$ cat config.mk
export PLATFORM = sky130hd
export DESIGN_NAME = ldc_regs
export DESIGN_NICKNAME = d
export VERILOG_FILES = /design/src/ldc_pkg.sv /design/src/ldc_regs.sv
export SDC_FILE = /design/constraint.sdc
export NUM_CORES = 1
export LEC_CHECK = 0
export BUFFER_PORTS_ARGS = -buffer_cell sky130_fd_sc_hd__buf_2
export CAP_MARGIN = 20
export CORE_AREA = 2 2 91 93
export DETAILED_ROUTE_END_ITERATION = 6
export DIE_AREA = 0 0 93 95
export GPL_ROUTABILITY_DRIVEN = 0
export MAX_ROUTING_LAYER = met4
export PLACE_DENSITY = 0.77
export SYNTH_ARGS = -nofsm -noshare
export SYNTH_HDL_FRONTEND = slang
export SYNTH_SLANG_ARGS = --single-unit
$ cat constraint.sdc
create_clock -name clock -period 2 [get_ports clock]
set_input_delay 0.2 -clock clock [delete_from_list [all_inputs] [get_ports clock]]
set_output_delay 0.2 -clock clock [all_outputs]
set_load 0.01 [all_outputs]
$ cat src/ldc_pkg.sv
// constants, field layout and carriers for the led driver register bank
package ldc_pkg;
  // serial bus address and register indices
  localparam logic [6:0] LDC_BUS_ADDR = 7'h38;
  localparam logic [7:0] LDC_IDX_CHAN_CFG = 8'h01;
  localparam logic [7:0] LDC_IDX_FAULT = 8'h02;
  localparam logic [7:0] LDC_IDX_IDENT = 8'h03;
  // arbitrary neutral identity value, not tied to any real part
  localparam logic [7:0] LDC_IDENT_DEFAULT = 8'h5a;
  // field positions
  localparam int LDC_PSE_BIT = 7;
  localparam int LDC_THR_LSB = 5;
  localparam int LDC_FSW_LSB = 3;
  localparam int LDC_CH_LSB = 0;
  localparam int LDC_SEN_BIT = 7;
  localparam int LDC_COMP_SAT_TIME_SEL_BIT = 6;
  localparam int LDC_FLAG_MSB = 5;
  // reset values
  localparam logic [7:0] LDC_CHAN_CFG_RESET = 8'h28;
  localparam logic [1:0] LDC_FAULT_CTL_RESET = 2'h0;
  localparam logic [5:0] LDC_FLAGS_RESET = 6'h00;
  localparam int LDC_NUM_CHANNELS = 6;
  // comp saturation timing
  localparam longint LDC_CLOCK_HZ = 20_000_000;
  localparam longint LDC_COMP_SAT_SHORT_MS = 20;
  localparam longint LDC_COMP_SAT_LONG_MS = 40;
  localparam int LDC_COMP_SAT_SHORT_CYC = int'(LDC_COMP_SAT_SHORT_MS * LDC_CLOCK_HZ / 1000);
  localparam int LDC_COMP_SAT_LONG_CYC = int'(LDC_COMP_SAT_LONG_MS * LDC_CLOCK_HZ / 1000);

  // channel config register layout
  typedef struct packed {
    logic phase_shift_enable;
    logic [1:0] short_threshold_sel;
    logic [1:0] switch_osc_program_pin_sel;
    logic [2:0] active_channel_count;
  } ldc_chan_cfg_t;

  // protection events from the analog side, one bit each
  typedef struct packed {
    logic over_temp;
    logic output_undervolt;
    logic overcurrent;
    logic sink_short;
    logic sink_open;
  } ldc_fault_events_t;

  // serial slave states
  typedef enum logic [3:0] {
    LDC_IDLE,
    LDC_ADDR,
    LDC_ADDR_ACK,
    LDC_INDEX,
    LDC_INDEX_ACK,
    LDC_WRITE,
    LDC_WRITE_ACK,
    LDC_READ,
    LDC_READ_ACK
  } ldc_state_t;
endpackage : ldc_pkg

$ cat src/ldc_regs.sv
// serial-bus register bank: configuration, sticky faults and identity
// What this block does
// - bit 7 at 0x01 enables phase shift
// - bits 6:5 pick short threshold, reset 01
// - bits 4:3 pick switching frequency, reset 01
// - bits 2:0 choose active channels, reset 000
// - bit 7 at 0x02 enables all-short protection
// - bit 6 picks 20 or 40 ms
// - bit 5 latches led-to-ground short fault
// - bit 4 latches over-temperature fault
// - bit 3 latches output under-voltage fault
// - bit 2 latches over-current fault
// - bit 1 latches sink short fault
// - bit 0 latches sink open fault
// - fault bits clear after being read
// - 0x03 is fixed read-only identity
// - answer at bus address 0x38, r/w bit
`timescale 1ns/1ps
module ldc_regs
  import ldc_pkg::*;
#(
  parameter int COMP_SAT_SHORT_CYC = ldc_pkg::LDC_COMP_SAT_SHORT_CYC, // 20 ms in clocks
  parameter int COMP_SAT_LONG_CYC = ldc_pkg::LDC_COMP_SAT_LONG_CYC, // 40 ms in clocks
  parameter logic [7:0] IDENT_VALUE = ldc_pkg::LDC_IDENT_DEFAULT // arbitrary id
)
(
  input wire logic clock, // 20 mhz system clock
  input wire logic rst_n, // synchronous reset, active low
  input wire logic scl, // serial clock pin level
  input wire logic sda_in, // serial data pin level
  output logic sda_out, // serial data drive value, always low
  output logic sda_oe, // pull data low while high
  input wire ldc_pkg::ldc_fault_events_t fault_events, // protection events
  input wire logic comp_saturated, // comp node at saturation
  input wire logic duty_above_2pct, // dimming duty exceeds 2 percent
  output ldc_pkg::ldc_chan_cfg_t chan_cfg, // live channel config fields
  output logic [5:0] channel_enable, // per-channel enable, bit 0 = led1
  output logic all_short_protect_active, // all-short protection armed
  output logic comp_sat_time_sel, // 0: 20 ms, 1: 40 ms
  output logic led_ground_trip, // one-cycle ground short detect
  output logic [5:0] fault_flags // sticky fault bits 5:0
);
  localparam int CW = $clog2(COMP_SAT_LONG_CYC + 1);

  // ack slots in which the slave, not the host, owns the data line
  function automatic logic slave_ack_slot(input ldc_state_t s);
    return (s == LDC_ADDR_ACK) || (s == LDC_INDEX_ACK) || (s == LDC_WRITE_ACK);
  endfunction : slave_ack_slot

  // channel code to enable mask; reserved codes enable nothing
  function automatic logic [5:0] chan_mask(input logic [2:0] code);
    logic [5:0] m;
    m = 6'h00;
    if (code <= 3'h5)
      m = 6'h3f >> code;
    return m;
  endfunction : chan_mask

  ldc_state_t state;
  ldc_state_t next_state;
  logic scl_prev;
  logic sda_prev;
  logic [3:0] bit_cnt;
  logic [7:0] shift_in;
  logic [7:0] shift_out;
  logic [7:0] reg_index;
  logic read_dir;
  logic master_ack_q;
  logic all_short_protect_enable;
  logic [CW-1:0] comp_cnt;

  // bus edge events; inputs already synchronous, one stage for history
  wire scl_rise = scl & ~scl_prev;
  wire scl_fall = ~scl & scl_prev;
  wire start_cond = scl & scl_prev & sda_prev & ~sda_in;
  wire stop_cond = scl & scl_prev & ~sda_prev & sda_in;
  wire byte_done = (bit_cnt == 4'h8);
  wire addr_match = (shift_in[7:1] == LDC_BUS_ADDR);
  wire master_ack = ~sda_in;
  wire in_slave_ack = slave_ack_slot(state);

  // read data selection; unmapped indices read zero
  wire [7:0] fault_view = {all_short_protect_enable, comp_sat_time_sel, fault_flags};
  wire [7:0] read_data = (reg_index == LDC_IDX_CHAN_CFG) ? chan_cfg :
                         (reg_index == LDC_IDX_FAULT) ? fault_view :
                         (reg_index == LDC_IDX_IDENT) ? IDENT_VALUE : 8'h00;

  // a byte is handed to the host at these falls
  wire load_tx = scl_fall & ((state == LDC_ADDR_ACK & read_dir) |
                             (state == LDC_READ_ACK & master_ack_q));
  wire write_strobe = scl_fall & (state == LDC_WRITE) & byte_done;
  wire wr_chan = write_strobe & (reg_index == LDC_IDX_CHAN_CFG);
  wire wr_fault = write_strobe & (reg_index == LDC_IDX_FAULT);
  // clear only what the host actually saw, so a new event is kept
  wire [5:0] flag_clear = (load_tx & (reg_index == LDC_IDX_FAULT)) ? fault_flags : 6'h00;

  // comp saturation timer
  wire [CW-1:0] comp_target = comp_sat_time_sel ? CW'(COMP_SAT_LONG_CYC) :
                                                  CW'(COMP_SAT_SHORT_CYC);
  assign led_ground_trip = comp_saturated & (comp_cnt == comp_target - CW'(1));
  wire [5:0] fault_set = {led_ground_trip, fault_events};

  // live outputs
  assign channel_enable = chan_mask(chan_cfg.active_channel_count);
  assign all_short_protect_active = all_short_protect_enable & duty_above_2pct;
  assign sda_out = 1'b0;
  // open drain: ack slots and zero data bits pull low
  assign sda_oe = in_slave_ack | ((state == LDC_READ) & ~shift_out[7]);

  // slave state transitions: bit-level moves on scl falls so data is stable high; start and stop move it while scl is high
  always_comb
  begin
    next_state = state;
    if (scl_fall)
    begin
      unique case (state)
        // no start seen yet: ignore all bus clocks
        LDC_IDLE:
        begin
          next_state = LDC_IDLE;
        end
        // a foreign address sends us back to idle until the next start
        LDC_ADDR:
        begin
          if (byte_done)
            next_state = addr_match ? LDC_ADDR_ACK : LDC_IDLE;
        end
        LDC_ADDR_ACK:
        begin
          next_state = read_dir ? LDC_READ : LDC_INDEX;
        end
        LDC_INDEX:
        begin
          if (byte_done)
            next_state = LDC_INDEX_ACK;
        end
        LDC_INDEX_ACK:
        begin
          next_state = LDC_WRITE;
        end
        // data bytes keep coming until a stop or a repeated start
        LDC_WRITE:
        begin
          if (byte_done)
            next_state = LDC_WRITE_ACK;
        end
        LDC_WRITE_ACK:
        begin
          next_state = LDC_WRITE;
        end
        LDC_READ:
        begin
          if (byte_done)
            next_state = LDC_READ_ACK;
        end
        // a host nak ends the read, the line is then free for its stop
        LDC_READ_ACK:
        begin
          next_state = master_ack_q ? LDC_READ : LDC_IDLE;
        end
      endcase
    end
    // bus conditions override the bit-level moves
    if (start_cond)
      next_state = LDC_ADDR;
    else if (stop_cond)
      next_state = LDC_IDLE;
  end

  // pin history and state register
  always_ff @(posedge clock)
  begin
    if (!rst_n)
    begin
      scl_prev <= 1'b1;
      sda_prev <= 1'b1;
      state <= LDC_IDLE;
    end
    else
    begin
      scl_prev <= scl;
      sda_prev <= sda_in;
      state <= next_state;
    end
  end

  // bit counter: cleared at start, after each byte and after each ack slot
  always_ff @(posedge clock)
  begin
    if (!rst_n || start_cond || (scl_fall && (byte_done || in_slave_ack ||
        state == LDC_READ_ACK)))
      bit_cnt <= 4'h0;
    else if (scl_rise && !byte_done)
      bit_cnt <= bit_cnt + 4'h1;
  end

  // receive shifter, msb first; the ninth rise (the ack) is shifted in too, after the byte has been used at the eighth fall
  always_ff @(posedge clock)
  begin
    if (!rst_n)
      shift_in <= 8'h00;
    else if (scl_rise && !byte_done)
      shift_in <= {shift_in[6:0], sda_in};
  end

  // direction bit, taken with the address byte
  always_ff @(posedge clock)
  begin
    if (!rst_n)
      read_dir <= 1'b0;
    else if (scl_fall && state == LDC_ADDR && byte_done)
      read_dir <= shift_in[0];
  end

  // host acknowledge, sampled while scl is high in the ack slot
  always_ff @(posedge clock)
  begin
    if (!rst_n)
      master_ack_q <= 1'b0;
    else if (scl_rise && state == LDC_READ_ACK)
      master_ack_q <= master_ack;
  end

  // transmit shifter; ones fill in so the line is released after the byte
  always_ff @(posedge clock)
  begin
    if (!rst_n)
      shift_out <= 8'hff;
    else if (load_tx)
      shift_out <= read_data;
    else if (scl_fall && state == LDC_READ)
      shift_out <= {shift_out[6:0], 1'b1};
  end

  // register index: set by host, steps after each data byte
  always_ff @(posedge clock)
  begin
    if (!rst_n)
      reg_index <= 8'h00;
    else if (scl_fall && state == LDC_INDEX && byte_done)
      reg_index <= shift_in;
    else if (write_strobe || load_tx)
      reg_index <= reg_index + 8'h01;
  end

  // channel configuration; reserved channel codes are stored as sent
  always_ff @(posedge clock)
  begin
    if (!rst_n)
      chan_cfg <= ldc_chan_cfg_t'(LDC_CHAN_CFG_RESET);
    else if (wr_chan)
      chan_cfg <= ldc_chan_cfg_t'(shift_in);
  end

  // fault control bits; the flag bits of the same byte are read-only
  always_ff @(posedge clock)
  begin
    if (!rst_n)
    begin
      {all_short_protect_enable, comp_sat_time_sel} <= LDC_FAULT_CTL_RESET;
    end
    else if (wr_fault)
    begin
      all_short_protect_enable <= shift_in[LDC_SEN_BIT];
      comp_sat_time_sel <= shift_in[LDC_COMP_SAT_TIME_SEL_BIT];
    end
  end

  // sticky fault flags; a set in the clearing cycle wins
  always_ff @(posedge clock)
  begin
    if (!rst_n)
      fault_flags <= LDC_FLAGS_RESET;
    else
      fault_flags <= (fault_flags & ~flag_clear) | fault_set;
  end

  // saturation counter holds once the target is reached, one trip per episode
  always_ff @(posedge clock)
  begin
    if (!rst_n || !comp_saturated)
      comp_cnt <= '0;
    else if (comp_cnt < comp_target)
      comp_cnt <= comp_cnt + CW'(1);
  end
endmodule : ldc_regs

==> reports/qor.csv <==
stage,metric,value,unit
logic_synthesis,yosys-top-cells-area,"dfxtp_1, mux2i_1, nand2_1, ha_1, nor2_1",
timing,rsz0062_at_grt,true,
timing,setup_slack,-0.1720,ns
grt,grt_pass1_wl,15.46,mm
worst_hold_path,whs_endpoint,fault_flags[4]$_SDFF_PN0_,
logic_synthesis,synth_cells,463,
grt,grt_max_degree,25,
logic_synthesis,ys_seq_area_share,37.51,%
place,dpl_cell_area,4318,µm²
critical_path,path_class,flop to primary output,
power_and_ir_drop,swShare,25.80,%
worst_hold_path,hold_class,primary input to flop,
place,place_hpwl,6.437,mm
detailed_routing,wl_per_cell,15.07,µm
logic_synthesis,synth_edf_count,0,
floorplan,start_util,48.47,%
detailed_routing,first_pass_iters,5,
critical_path,worstReg2RegEnd,comp_cnt[17]$_SDFFE_PP0N_,
power_and_ir_drop,power_switching,0.7369,mW
timing,min_period,2.172,ns
worst_hold_path,hold_depth,3,
logic_synthesis,yosysTopAreaCell,dfxtp_1,
finish,regArea,1446,µm²
logic_synthesis,synthArstFlopShare,0,%
logic_synthesis,avgSynthCellArea,8.299,µm²
finish,finalNetCount,554,
finish,drive_above_1_share,23.78,%
floorplan,dieArea,8835,µm²
finish,syn2layout_area_growth,24.32,%
critical_path,path_max_fanout,6,
power_and_ir_drop,finalPower,2.856,mW
timing,skew,0.02300,ns
timing,timing.final.crit_share,108.6,%
detailed_routing,dr_total_vias,3524,
detailed_routing,drt-vias-per-instance,5.515,
critical_path,r2r_cells,9,
critical_path,worstPathRequired,1.80,ns
critical_path,start_kind,flop,
timing,fmax,0.4604,GHz
timing,slew_headroom,64.31,%
floorplan,num_rows,33,
logic_synthesis,synth-warning-count,0,
clock_network,htree_levels,3,
floorplan,die-height,95,µm
status,status,"finished, violations left",
finish,num_antenna_cells,0,
timing,worst_slew_pin_slew,0.5353,ns
critical_path,worstPathArrival,1.97,ns
detailed_routing,ant_nets,0,
clock_network,cts_buffers,9,
detailed_routing,first_iter_violations,190,
grt,overflow,0,
floorplan,ios,36,
power_and_ir_drop,pwr-share-comb,6.5,%
logic_synthesis,syn_nets,488,
power_and_ir_drop,p_leak,1.881,nW
detailed_routing,drt_wl_total,9.627,mm
timing,hold_viol,0,
critical_path,rrSetupSlack,-0.16,ns
finish,final_area,4777,µm²
place,pre_cts_slack,-0.1486,ns
floorplan,coreArea,7928,µm²
clock_network,path_clk_slew,0.08,ns
logic_synthesis,synth_seq_cells,72,
clock_network,insertion_delay,0.36,ns
critical_path,timing.rr.start,comp_sat_time_sel$_SDFFE_PN0P_,
power_and_ir_drop,power.internal,2.119,mW
power_and_ir_drop,pwr-share-clk,41.9,%
clock_network,clockBufferDepth,2,
critical_path,worstSetupEndpointType,primary output,
clock_network,cts_tree,done,
worst_hold_path,min_from,fault_events[4],
grt,grt_pass1_vias,3283,
timing,setup_viol,19,
status,violations,setup timing,
grt,antenna_found_initial,0,
floorplan,die_w,93,µm
logic_synthesis,ys_dominant_reg_cell,dfxtp_1,
job,maxCapViolations,0,
finish,multi_input_area,2386,µm²
power_and_ir_drop,seqPwrFrac,51.6,%
clock_network,cts-root-buf,clkbuf_8,
detailed_routing,drc,0,
finish,n_fill_cell,673,
clock_network,ctsHoldBuffers,0,
place,port_buffers,34,
logic_synthesis,synth_top_cell_area_share,37.51,%
power_and_ir_drop,powerDensity,597.8,nW/µm²
logic_synthesis,syn_area,3842,µm²
clock_network,cts.sinks,72,
logic_synthesis,ys_types,57,
timing,drv_slew,0,
power_and_ir_drop,peakVddDrop,0.0003304,V
grt,gr-usage-all-layers,22.70,%
[worst max-delay path, cell delays in order, from the launching register on]
cell and delay (ns):
dfxtp_1 0.40, ha_1 0.23, and3_1 0.19, and3_1 0.21, nand2_1 0.20, nor4_2 0.22
buf_2 0.18
[power groups by stage]
stage | clock (mW) | sequential (mW) | combinational [mW]
finish | 1.20 | 1.47 | 0.185
global route | 1.30 | 1.48 | 0.205
CTS | 1.22 | 1.47 | 0.182
detailed placement | 0 | 1.51 | 0.181
global placement | 0 | 1.51 | 0.177
floorplan | 0 | 1.50 | 0.119
[registers in the layout, indices dropped and copies added (netlist names), 4 cells and up]
name and count:
bit_cnt 4, shift_out 8, reg_index 8, chan_cfg 8, fault_flags 6, shift_in 8, comp_cnt 20, state 4
[logic make-up (layout without fill, tap and decap cells)]
| logic type | Yosys count | after routing | share of synthesized area [%] |
|---|---|---|---|
| adder cells (fa/ha/maj) | 14 | 14 | 4.559 |
| buffers and inverters | 38 | 109 | 4.103 |
| AND/OR/NAND/NOR | 203 | 203 | 26.93 |
| AO/OA/AOI/OAI | 92 | 92 | 16.18 |
| flip-flops | 72 | 72 | 37.51 |
| XOR/XNOR | 18 | 18 | 4.103 |
| other | 1 | 1 | 0.09759 |
| multiplexers | 25 | 25 | 6.513 |
[cells in the final DEF, fill, tap and decap left out, types with 2 or more instances in the layout]
master,count
nand2b_1,8
nor3_1,5
buf_6,2
nand3_2,7
o211ai_1,5
buf_4,36
nand2_2,2
buf_12,2
a211oi_1,2
nand3_1,12
and2_1,4
xnor2_1,7
o21ai_0,30
or4_1,3
o31ai_1,5
a21boi_0,3
nor4_2,2
dfxtp_1,70
mux2i_1,25
nand2_1,57
ha_1,11
o2111ai_1,2
a21oi_1,24
nor2b_1,25
nand4_1,8
buf_2,34
xor2_1,11
or3_1,4
inv_1,16
inv_6,3
a32oi_1,3
and3_1,5
nor2_1,43
clkbuf_8,9
nand4b_1,2
a31oi_1,3
nor3_4,2
ha_4,3
nand3b_1,3
[through the flow]
step	hold slack [ns]	util [%]	TNS [ns]	cells
after floorplan	0.3015	-	-0.0006191	463
after global placement	0.4304	54.47	-0.1618	611
after detailed placement	0.4346	54.47	-0.7573	611
after CTS	0.07111	59.28	-1.398	634
after global routing	0.08982	60.26	-3.599	639
final	0.07819	60.26	-1.834	639
[worst max-delay path by stage]
stage                                         startpoint                         to  cells after the start  slack [ns]
final                           comp_cnt[0]$_SDFFE_PP0N_            led_ground_trip                      6       -0.17
after global routing      comp_sat_time_sel$_SDFFE_PN0P_            led_ground_trip                      7       -0.28
after CTS                 comp_sat_time_sel$_SDFFE_PN0P_            led_ground_trip                      7       -0.15
after detailed placement  comp_sat_time_sel$_SDFFE_PN0P_  comp_cnt[12]$_SDFFE_PP0N_                      9       -0.15
after global placement    comp_sat_time_sel$_SDFFE_PN0P_  comp_cnt[12]$_SDFFE_PP0N_                      9       -0.05
after floorplan           comp_sat_time_sel$_SDFFE_PN0P_  comp_cnt[10]$_SDFFE_PP0N_                      8     -0.0006
[Yosys cell counts, types with 2 or more instances]
master     instances
a211oi_1           2
a21boi_0           3
a21oi_1           24
a31oi_1            3
a32oi_1            3
and2_1             4
and3_1             5
buf_2              6
buf_4              2
clkbuf_1          13
dfxtp_1           72
ha_1              14
inv_1             17
mux2i_1           25
nand2_1           58
nand2b_1           9
nand3_1           19
nand3b_1           3
nand4_1            8
nand4b_1           2
nor2_1            43
nor2b_1           25
nor3_1             7
nor4_1             3
o2111ai_1          2
o211ai_1           5
o21ai_0           31
o31ai_1            5
or3_1              4
or4_1              3
xnor2_1            7
xor2_1            11
[layer usage]
layer	routed length, µm	vias to the layer above	part of all wire (%)	track usage (%)
li1	-	1757	-	-
met4	210	0	2.2	10.05
met2	4542	94	47	35.93
met3	410	19	4.3	3.432
met1	4464	1654	46	28.88
met5	0	-	0	-
[cell type report]
class,instances,area share [%]
multi-input combinational,353,49.95
tap,105,2.750
clock inverter,7,1.624
timing repair buffer,76,11.42
inverter,17,1.388
clock buffer,9,2.593
sequential,72,30.28
[what timing repair did]
action                     in CTS  in global routing
buffers inserted                6                  6
hold endpoints to repair        0                  0
setup endpoints to repair      16                 32
gates resized for setup        21                  8
pin swaps                      17                 23
gates cloned                    1                  0
Note: power is estimated with default switching activity, not from simulation.
